<file path="src/adc_ctrl_map.svh">
`ifndef ADC_CTRL_MAP_SVH
`define ADC_CTRL_MAP_SVH

// System clock rate and the ceiling on the conversion clock, both in kHz.
`define ADC_SYS_CLK_KHZ      10000
`define ADC_CONV_CLK_MAX_KHZ 2000
// Least divider that keeps the conversion clock at or under its ceiling (rounded up).
`define ADC_CONV_DIV_MIN ((`ADC_SYS_CLK_KHZ + `ADC_CONV_CLK_MAX_KHZ - 1) / `ADC_CONV_CLK_MAX_KHZ)

// Divider ratios, one pair per prescaler setting.
`define ADC_CONV_DIV_0 6'h05
`define ADC_CONV_DIV_1 6'h0a
`define ADC_CONV_DIV_2 6'h14
`define ADC_CONV_DIV_3 6'h28
`define ADC_SMP_DIV_0  6'h0a
`define ADC_SMP_DIV_1  6'h14
`define ADC_SMP_DIV_2  6'h28
`define ADC_SMP_DIV_3  6'h3c

// Phase lengths: sample clocks, calibration conversion clocks, result bits.
`define ADC_SAMPLE_TICKS 4'h4
`define ADC_CAL_TICKS    4'h2
`define ADC_RES_BITS     10
`define ADC_MSB_INDEX    4'h9
`define ADC_CHANNELS     15
`define ADC_ONE_CODE     10'h001

`endif

</file>
<file path="src/adc_ctrl_pkg.sv">
package adc_ctrl_pkg;
  `include "adc_ctrl_map.svh"

  typedef logic [`ADC_RES_BITS-1:0] code_t;

  typedef struct packed {
    logic       continuous;
    logic       ext_trig_en;
    logic [1:0] prescaler;
    logic [3:0] channel;
  } adc_cfg_t;

  typedef struct packed {
    logic       sample;
    logic       calibrate;
    logic [3:0] mux_sel;
    code_t      dac_code;
  } analog_drive_t;

  typedef enum logic [2:0] {
    ST_IDLE,
    ST_SAMPLE,
    ST_CAL,
    ST_CONVERT,
    ST_WRITE,
    ST_NOTIFY
  } adc_state_t;
endpackage

</file>
<file path="src/sar_adc_conversion_control.sv">
// Notes on behaviour
// Any write to the low result register starts a conversion; data ignored.
// Such a write during a conversion aborts it and restarts at once.
// Phases run sample, conversion with calibration, then result write.
// Total conversion time is sample plus conversion phase plus the one-cycle write phase.
// Every result has ten bits.
// One of fifteen channels is converted; pins stay readable as digital inputs.
// Software selects single or continuous conversion mode.
// Start comes from the software write or the external start input.
// Every completed conversion raises an interrupt request, unless a new start arrives during its write phase.
// Conversion is a successive-approximation search over the capacitor array.
// Offset calibration runs hidden inside the conversion phase.
// Conversion and sample clocks are divided down from the input clock.
// Software keeps the conversion clock at or under 2 MHz.
// Each prescaler setting picks a fixed pair of ratios, one for each derived clock.
// The interrupt flag sets once the new result is readable.
// Continuous mode restarts right after the one-cycle notify phase that follows the write phase, without a trigger.
`timescale 1ns/1ns
`include "adc_ctrl_map.svh"
module sar_adc_conversion_control
  import adc_ctrl_pkg::*;
(
  // Clock and reset.
  input  wire logic     sys_clk,
  input  wire logic     reset_n,
  // Software side.
  input  wire adc_cfg_t cfg,
  input  wire logic     result_low_write,
  input  wire logic     irq_clear,
  output code_t         result_data_q,
  output logic [3:0]    result_channel_q,
  output logic          busy_q,
  output logic          irq_q,
  output logic [14:0]   digital_in_q,
  // Pins and analog front end.
  input  wire logic     ext_start,
  input  wire logic     cmp_in,
  input  wire logic [14:0] analog_pins,
  output analog_drive_t drive_q
);
  // Pin synchronisers: stage 1 feeds stage 2 only; a change counts when 2 and 3 agree.
  logic [16:0] sync1_q, sync2_q, sync3_q, filt_q, filt_d;
  logic        ext_rise;

  always_comb
  begin
    filt_d = filt_q;
    for (int i = 0; i < 17; i++)
    begin
      if (sync2_q[i] == sync3_q[i])
      begin
        filt_d[i] = sync3_q[i];
      end
    end
  end

  always_ff @(posedge sys_clk or negedge reset_n)
  begin
    if (!reset_n)
    begin
      sync1_q <= '0;
      sync2_q <= '0;
      sync3_q <= '0;
      filt_q  <= '0;
    end
    else
    begin
      sync1_q <= {cmp_in, ext_start, analog_pins};
      sync2_q <= sync1_q;
      sync3_q <= sync2_q;
      filt_q  <= filt_d;
    end
  end

  // external trigger edge
  assign ext_rise = filt_d[15] & ~filt_q[15];

  // one ratio pair per setting
  function automatic logic [5:0] div_ratio(input logic [1:0] presc, input logic smp);
    case (presc)
      2'h0: div_ratio = smp ? `ADC_SMP_DIV_0 : `ADC_CONV_DIV_0;
      2'h1: div_ratio = smp ? `ADC_SMP_DIV_1 : `ADC_CONV_DIV_1;
      2'h2: div_ratio = smp ? `ADC_SMP_DIV_2 : `ADC_CONV_DIV_2;
      default: div_ratio = smp ? `ADC_SMP_DIV_3 : `ADC_CONV_DIV_3;
    endcase
  endfunction

  // Control state.
  adc_state_t  state_q, state_d;
  logic [5:0]  div_q, div_d;
  logic [3:0]  step_q, step_d;
  code_t       sar_q, sar_d, final_code;
  logic        offset_q, offset_d;
  logic [3:0]  chan_q, chan_d;
  logic        start, tick, busy_d, irq_d;
  logic [1:0]  presc_q, presc_d;
  analog_drive_t drive_d;

  // dummy write starts a conversion
  assign start = result_low_write | (cfg.ext_trig_en & ext_rise);
  // one-cycle enable from the divider
  assign tick = (div_q == 6'h00);
  // subtract the calibrated offset, saturating at zero
  assign final_code = (offset_q && sar_q != '0) ? sar_q - `ADC_ONE_CODE : sar_q;

  always_comb
  begin
    state_d  = state_q;
    div_d    = tick ? div_ratio(presc_q, state_q == ST_SAMPLE) - 6'h01 : div_q - 6'h01;
    step_d   = step_q;
    sar_d    = sar_q;
    offset_d = offset_q;
    chan_d   = chan_q;
    presc_d  = presc_q;
    case (state_q)
      ST_IDLE:
      begin
        div_d = '0;
      end
      ST_SAMPLE:
      begin
        if (tick)
        begin
          step_d = step_q - 4'h1;
          if (step_q == 4'h1)
          begin
            state_d = ST_CAL;
            step_d  = `ADC_CAL_TICKS;
            div_d   = div_ratio(presc_q, 1'b0) - 6'h01;
          end
        end
      end
      ST_CAL:
      begin
        if (tick)
        begin
          step_d = step_q - 4'h1;
          if (step_q == 4'h1)
          begin
            offset_d = filt_q[16];
            state_d  = ST_CONVERT;
            step_d   = `ADC_MSB_INDEX;
            // ten-bit trial word
            sar_d    = code_t'(1) << `ADC_MSB_INDEX;
          end
        end
      end
      ST_CONVERT:
      begin
        // keep or drop the trial bit, then try the next lower one
        if (tick)
        begin
          sar_d[step_q] = filt_q[16];
          if (step_q == 4'h0)
          begin
            state_d = ST_WRITE;
          end
          else
          begin
            sar_d[step_q - 4'h1] = 1'b1;
            step_d = step_q - 4'h1;
          end
        end
      end
      ST_WRITE:
      begin
        // untimed result write
        state_d = ST_NOTIFY;
      end
      ST_NOTIFY:
      begin
        // restart or stop
        state_d = cfg.continuous ? ST_SAMPLE : ST_IDLE;
        step_d  = `ADC_SAMPLE_TICKS;
        div_d   = div_ratio(presc_q, 1'b1) - 6'h01;
      end
      default:
      begin
        state_d = ST_IDLE;
      end
    endcase
    // a new start overrides any phase
    if (start)
    begin
      state_d = ST_SAMPLE;
      step_d  = `ADC_SAMPLE_TICKS;
      presc_d = cfg.prescaler;
      chan_d  = cfg.channel;
      div_d   = div_ratio(cfg.prescaler, 1'b1) - 6'h01;
      sar_d   = '0;
    end
  end

  always_ff @(posedge sys_clk or negedge reset_n)
  begin
    if (!reset_n)
    begin
      state_q  <= ST_IDLE;
      div_q    <= '0;
      step_q   <= '0;
      sar_q    <= '0;
      offset_q <= 1'b0;
      chan_q   <= '0;
      presc_q  <= '0;
    end
    else
    begin
      state_q  <= state_d;
      div_q    <= div_d;
      step_q   <= step_d;
      sar_q    <= sar_d;
      offset_q <= offset_d;
      chan_q   <= chan_d;
      presc_q  <= presc_d;
    end
  end

  // Outputs to the front end and software.
  always_comb
  begin
    drive_d.sample    = (state_d == ST_SAMPLE);
    drive_d.calibrate = (state_d == ST_CAL);
    drive_d.mux_sel   = chan_d;
    drive_d.dac_code  = (state_d == ST_CONVERT) ? sar_d : '0;
    busy_d            = (state_d == ST_SAMPLE) || (state_d == ST_CAL) ||
                        (state_d == ST_CONVERT) || (state_d == ST_WRITE);
    // set with readable result
    irq_d = (state_q == ST_NOTIFY) | (irq_q & ~irq_clear);
  end

  always_ff @(posedge sys_clk or negedge reset_n)
  begin
    if (!reset_n)
    begin
      drive_q          <= '0;
      busy_q           <= 1'b0;
      irq_q            <= 1'b0;
      digital_in_q     <= '0;
      result_channel_q <= '0;
    end
    else
    begin
      drive_q      <= drive_d;
      busy_q       <= busy_d;
      irq_q        <= irq_d;
      // pins stay readable as digital inputs
      digital_in_q <= filt_q[14:0];
      if (state_q == ST_WRITE)
      begin
        result_channel_q <= chan_q;
      end
    end
  end

  // result written in the write phase, readable on the read port two cycles later
  adc_result_store u_store (
    .sys_clk   (sys_clk),
    .reset_n   (reset_n),
    .wr_en     (state_q == ST_WRITE),
    .wr_addr   (chan_q),
    .wr_data   (final_code),
    .rd_addr   (cfg.channel),
    .rd_data_q (result_data_q)
  );

  // Assertions.
  a_start_restarts: assert property (@(posedge sys_clk) disable iff (!reset_n)
    start |=> state_q == ST_SAMPLE && step_q == `ADC_SAMPLE_TICKS)
    else $error("start did not restart the sample phase");
  a_phase_order: assert property (@(posedge sys_clk) disable iff (!reset_n)
    state_q == ST_CONVERT && state_d != ST_CONVERT && !start |-> state_d == ST_WRITE)
    else $error("conversion phase left other than into write");
  a_cal_before_conv: assert property (@(posedge sys_clk) disable iff (!reset_n)
    state_q == ST_CAL && $past(state_q) == ST_SAMPLE |-> step_q == `ADC_CAL_TICKS)
    else $error("calibration entered with wrong step count");
  a_irq_after_write: assert property (@(posedge sys_clk) disable iff (!reset_n)
    state_q == ST_WRITE && !start |=> state_q == ST_NOTIFY ##1 irq_q)
    else $error("interrupt flag not set after write phase");
  a_irq_sticky: assert property (@(posedge sys_clk) disable iff (!reset_n)
    irq_q && !irq_clear |=> irq_q)
    else $error("interrupt flag dropped without clear");
  a_cont_restart: assert property (@(posedge sys_clk) disable iff (!reset_n)
    state_q == ST_NOTIFY && cfg.continuous |=> state_q == ST_SAMPLE)
    else $error("continuous mode did not restart");
  a_single_stops: assert property (@(posedge sys_clk) disable iff (!reset_n)
    state_q == ST_NOTIFY && !cfg.continuous && !start |=> state_q == ST_IDLE && !busy_q)
    else $error("single mode did not stop");
  a_tick_ratio: assert property (@(posedge sys_clk) disable iff (!reset_n)
    state_q == ST_CONVERT && tick && !start |=> div_q == div_ratio(presc_q, 1'b0) - 6'h01)
    else $error("conversion clock reloaded with wrong ratio");
  a_conv_bits: assert property (@(posedge sys_clk) disable iff (!reset_n)
    state_q == ST_CAL && state_d == ST_CONVERT |=> drive_q.dac_code == 10'h200)
    else $error("search did not begin at the top bit");
  a_ext_trigger: assert property (@(posedge sys_clk) disable iff (!reset_n)
    ext_rise && cfg.ext_trig_en |=> state_q == ST_SAMPLE)
    else $error("external trigger ignored");
endmodule

</file>
<file path="src/adc_result_store.sv">
`timescale 1ns/1ns
module adc_result_store
  import adc_ctrl_pkg::*;
(
  // Clock and reset.
  input  wire logic  sys_clk,
  input  wire logic  reset_n,
  // Write port.
  input  wire logic  wr_en,
  input  wire logic  [3:0] wr_addr,
  input  wire code_t wr_data,
  // Read port.
  input  wire logic  [3:0] rd_addr,
  output code_t      rd_data_q
);
  code_t mem_q [16];
  code_t rd_data_d;

  always_comb
  begin
    rd_data_d = mem_q[rd_addr];
  end

  // Storage is not reset; the read register is, so the port reads zero until the first clock after reset, then unknown until the entry is written.
  always_ff @(posedge sys_clk)
  begin
    if (wr_en)
    begin
      mem_q[wr_addr] <= wr_data;
    end
  end

  always_ff @(posedge sys_clk or negedge reset_n)
  begin
    if (!reset_n)
    begin
      rd_data_q <= '0;
    end
    else
    begin
      rd_data_q <= rd_data_d;
    end
  end
endmodule

</file>
<file path="config.mk">
export PLATFORM = sky130hd
export DESIGN_NAME = sar_adc_conversion_control
export DESIGN_NICKNAME = d
export VERILOG_FILES = /design/src/adc_ctrl_pkg.sv /design/src/sar_adc_conversion_control.sv /design/src/adc_result_store.sv
export VERILOG_INCLUDE_DIRS = /design/src /design/src/src
export SDC_FILE = /design/constraint.sdc
export NUM_CORES = 1
export LEC_CHECK = 0
export BUFFER_PORTS_ARGS = -buffer_cell sky130_fd_sc_hd__clkbuf_2
export CELL_PAD_IN_SITES_DETAIL_PLACEMENT = 2
export CELL_PAD_IN_SITES_GLOBAL_PLACEMENT = 2
export CORE_AREA = 4 4 163 165
export DETAILED_ROUTE_END_ITERATION = 16
export DIE_AREA = 0 0 167 169
export PLACE_DENSITY = 0.87
export SLEW_MARGIN = 20
export SYNTH_ARGS = -nofsm -noshare
export SYNTH_HDL_FRONTEND = slang
export SYNTH_HIERARCHICAL = 1
export SYNTH_SLANG_ARGS = --single-unit
</file>
<file path="constraint.sdc">
create_clock -name sys_clk -period 5.82 [get_ports sys_clk]
set_clock_uncertainty 0.2 [all_clocks]
set_input_delay 0.582 -clock sys_clk [delete_from_list [all_inputs] [get_ports sys_clk]]
set_output_delay 0.582 -clock sys_clk [all_outputs]
set_load 0.01 [all_outputs]
</file>
==> run_results.csv <==
group,metric,value,unit
timing,setup_viol,0,
min_path,hold_path.class,"primary input to register",
synthesis,synth_largest_area_cell,"edfxtp_1",
drt,dr.pass1.iters,5,
timing,finalCritPeriodShare,0.592,
power_and_ir_drop,power,0.00467,W
layout,n_antenna_cell,0,
run_status,outcome,"complete, no violations",
global_route,grt_pass1_vias,8055,
drt,avgRoutedWirePerCell,28.9,µm
worst_setup_path,crit_path_cell_trace,"or3_1, or3_1, o31ai_2, nand4b_1, nor2_1, xor2_2",
synthesis,syn-num-nets,800,
floorplan,dieArea,28200,µm²
layout,fillCellCount,2230,
cts,path_clk_slew,70,ps
cts,cts_tree,"yes",
synthesis,ys_seq_area_frac,0.700,
floorplan,core_area,25000,µm²
drt,antenna_left,0,
floorplan,io_pins,76,
layout,fin_area,14000,µm²
cts,ctsResizeCount,0,
cts,clockBufferDepth,3,
global_route,antenna_found_initial,0,
cts,cts_made_buffers,31,
place,io_buffers,75,
timing,hold_viol_final,0,
layout,nets,906,
cts,cts_hold_buf,18,
timing,max_slew.worst_pin.slew,1160,ps
cts,clock_latency,570,ps
layout,drive_above_1_share,0.224,
cts,clock-root-buffer,"clkbuf_16",
cts,htree_levels,1,
global_route,grt_pass1_wl,53.3,mm
worst_setup_path,path_class,"register to register",
power_and_ir_drop,p_per_area,334,nW/µm²
worst_setup_path,arrival,3480,ps
worst_setup_path,crit_top_cell,"or3_1",
timing,fin_crit,3440,ps
floorplan,die_h,169,µm
synthesis,synth.most_common_cell,"edfxtp_1",
global_route,grt_overflow_total,0,
worst_setup_path,cp-start-kind,"register",
drt,vias_per_cell,6.02,
timing,rsz0062_at_grt,"false",
synthesis,yosysWarnings,6,
global_route,grtUsageTotal,0.247,
layout,utilization,0.558,
global_route,grt_max_degree,106,
synthesis,synth_flop_cell,"edfxtp_1",
place,gp_congestion,0.873,
timing,slew_viol_final,0,
place,dpl-instance-area,12600,µm²
synthesis,synthTopCellsByCount,"160 x edfxtp_1, 141 x dfrtp_1, 51 x nand2_1",
cts,clock-sinks,301,
synthesis,yosys-top-cells-area,"edfxtp_1 40%, dfrtp_1 30%, mux4_2 5.3%, mux4_1 2.6%, ha_1 2.1%",
timing,fin_tns_setup,0,ps
drt,routed_wl,35.1,mm
drt,drt_iter0_markers,609,
worst_setup_path,critPathTopFamily,"simple AND/OR/NAND/NOR gates",
worst_setup_path,slowest_stage,"xor2_2",
place,dp_hpwl,22.6,mm
floorplan,num_rows,58,
worst_setup_path,endpoint_kind,"register",
worst_setup_path,cp.required,5860,ps
synthesis,async_reset_ff_frac,0.468,
synthesis,syn_avg_cell_area,15.9,µm²
synthesis,synth_edf_count,160,
synthesis,syn-cell-area,11900,µm²
cts,cts_setup_buffers,0,
synthesis,synth_cell_types,68,
power_and_ir_drop,peakVddDrop,0.255,mV
layout,syn2layout_area_growth,17.3,%
drt,via_count,7290,
timing,fmax,0.290,GHz
synthesis,syn_inst,751,
worst_setup_path,critPathMaxFanout,16,
power_and_ir_drop,p_leak,5.39,nW
flow_run,cap_violations,0,
worst_setup_path,max_stage_delay,680,ps
synthesis,ys_ff_latch,301,
timing,max-slew-margin-rel,0.230,
floorplan,start_util,0.476,
floorplan,die_w,167,µm
synthesis,yosys.area.top_type_share,0.404,
timing,holdWs,24.6,ps
drt,drc,0,
worst_setup_path,crit_buf_inv,0,
==> final timing paths <==
check / cells past startpoint / startpoint / end / slack [ps]
min reg2reg: 0 / sync1_q[3] / sync2_q[3] / 150
max in group asynchronous: 3 / reset_n / step_q[1] / 3860
min: 2 / irq_clear / irq_q / 20
min in group asynchronous: 2 / reset_n / u_store/rd_data_q[8] / 450
max: 6 / sar_q[5] / u_store/mem_q[10][5] / 2380
max reg2reg: 6 / sar_q[5] / u_store/mem_q[10][5] / 2380
==> worst reg2reg max path: cells and delay by family (launching register included) <==
| kind | cells | cell delay, ps |
|---|---|---|
| XOR/XNOR | 1 | 680 |
| AO/OA/AOI/OAI | 1 | 540 |
| AND/OR/NAND/NOR | 4 | 1230 |
| flip-flops | 1 | 470 |
==> state kept, by name (all words and copies together) (netlist names), 2 cells and up <==
register / count
sync3_q: 17
u_store/mem_q: 160
presc_q: 2
step_q: 4
sync1_q: 17
result_channel_q: 4
filt_q: 17
u_store/rd_data_q: 10
state_q: 3
digital_in_q: 15
sar_q: 10
drive_q: 16
div_q: 6
sync2_q: 17
==> metrics by stage <==
stage	setup slack (ps)	instances
global route	2250	1211
finish	2380	1211
CTS	1970	1207
floorplan	3030	751
detailed placement	2040	1132
global placement	2590	1132
==> metal layers <==
layer | GRT usage | vias up | share of wire
met4 | 0.0591 | 0 | 0.025
met5 | 0 | - | 0
li1 | - | 3066 | -
met3 | 0.0341 | 55 | 0.049
met2 | 0.452 | 258 | 0.54
met1 | 0.312 | 3911 | 0.39
==> cells in the final DEF, fill, tap and decap left out, types with 17 or more instances in the layout <==
cell type,n
maj3_1,17
mux4_2,28
a21oi_1,24
clkbuf_16,31
a22oi_1,23
ha_1,20
nor2_1,42
nand2_1,51
edfxtp_1,160
dlygate4sd3_1,18
clkbuf_2,74
dfrtp_1,141
inv_1,18
==> report_power, final <==
group | internal [W] | switching, W | total (W)
combinational | 0.0000961 | 0.000147 | 0.000243
clock | 0.00124 | 0.000854 | 0.00209
sequential | 0.00229 | 0.0000478 | 0.00233
total | 0.00362 | 0.00105 | 0.00467
==> final cells by class <==
type,instances,area (µm²),share of cell area
Clock buffer,40,833,0.0597
Clock inverter,17,239,0.0171
Inverter,18,67.6,0.00484
Multi-Input combinational cell,398,3400,0.243
Sequential cell,301,8330,0.597
Tap cell,330,413,0.0296
Timing Repair Buffer,107,681,0.0487
==> cell families (layout without fill, tap and decap cells) <==
kind of cell,Yosys count,in the layout,share of synthesized area
xor+xnor,12,12,0.00883
flops,301,301,0.700
mux,51,51,0.0892
simple gates,176,176,0.0724
fa+ha+maj,37,37,0.0353
buf+inv,52,182,0.0199
compound gates,122,122,0.0744
Power figures use the tool's default switching activity.
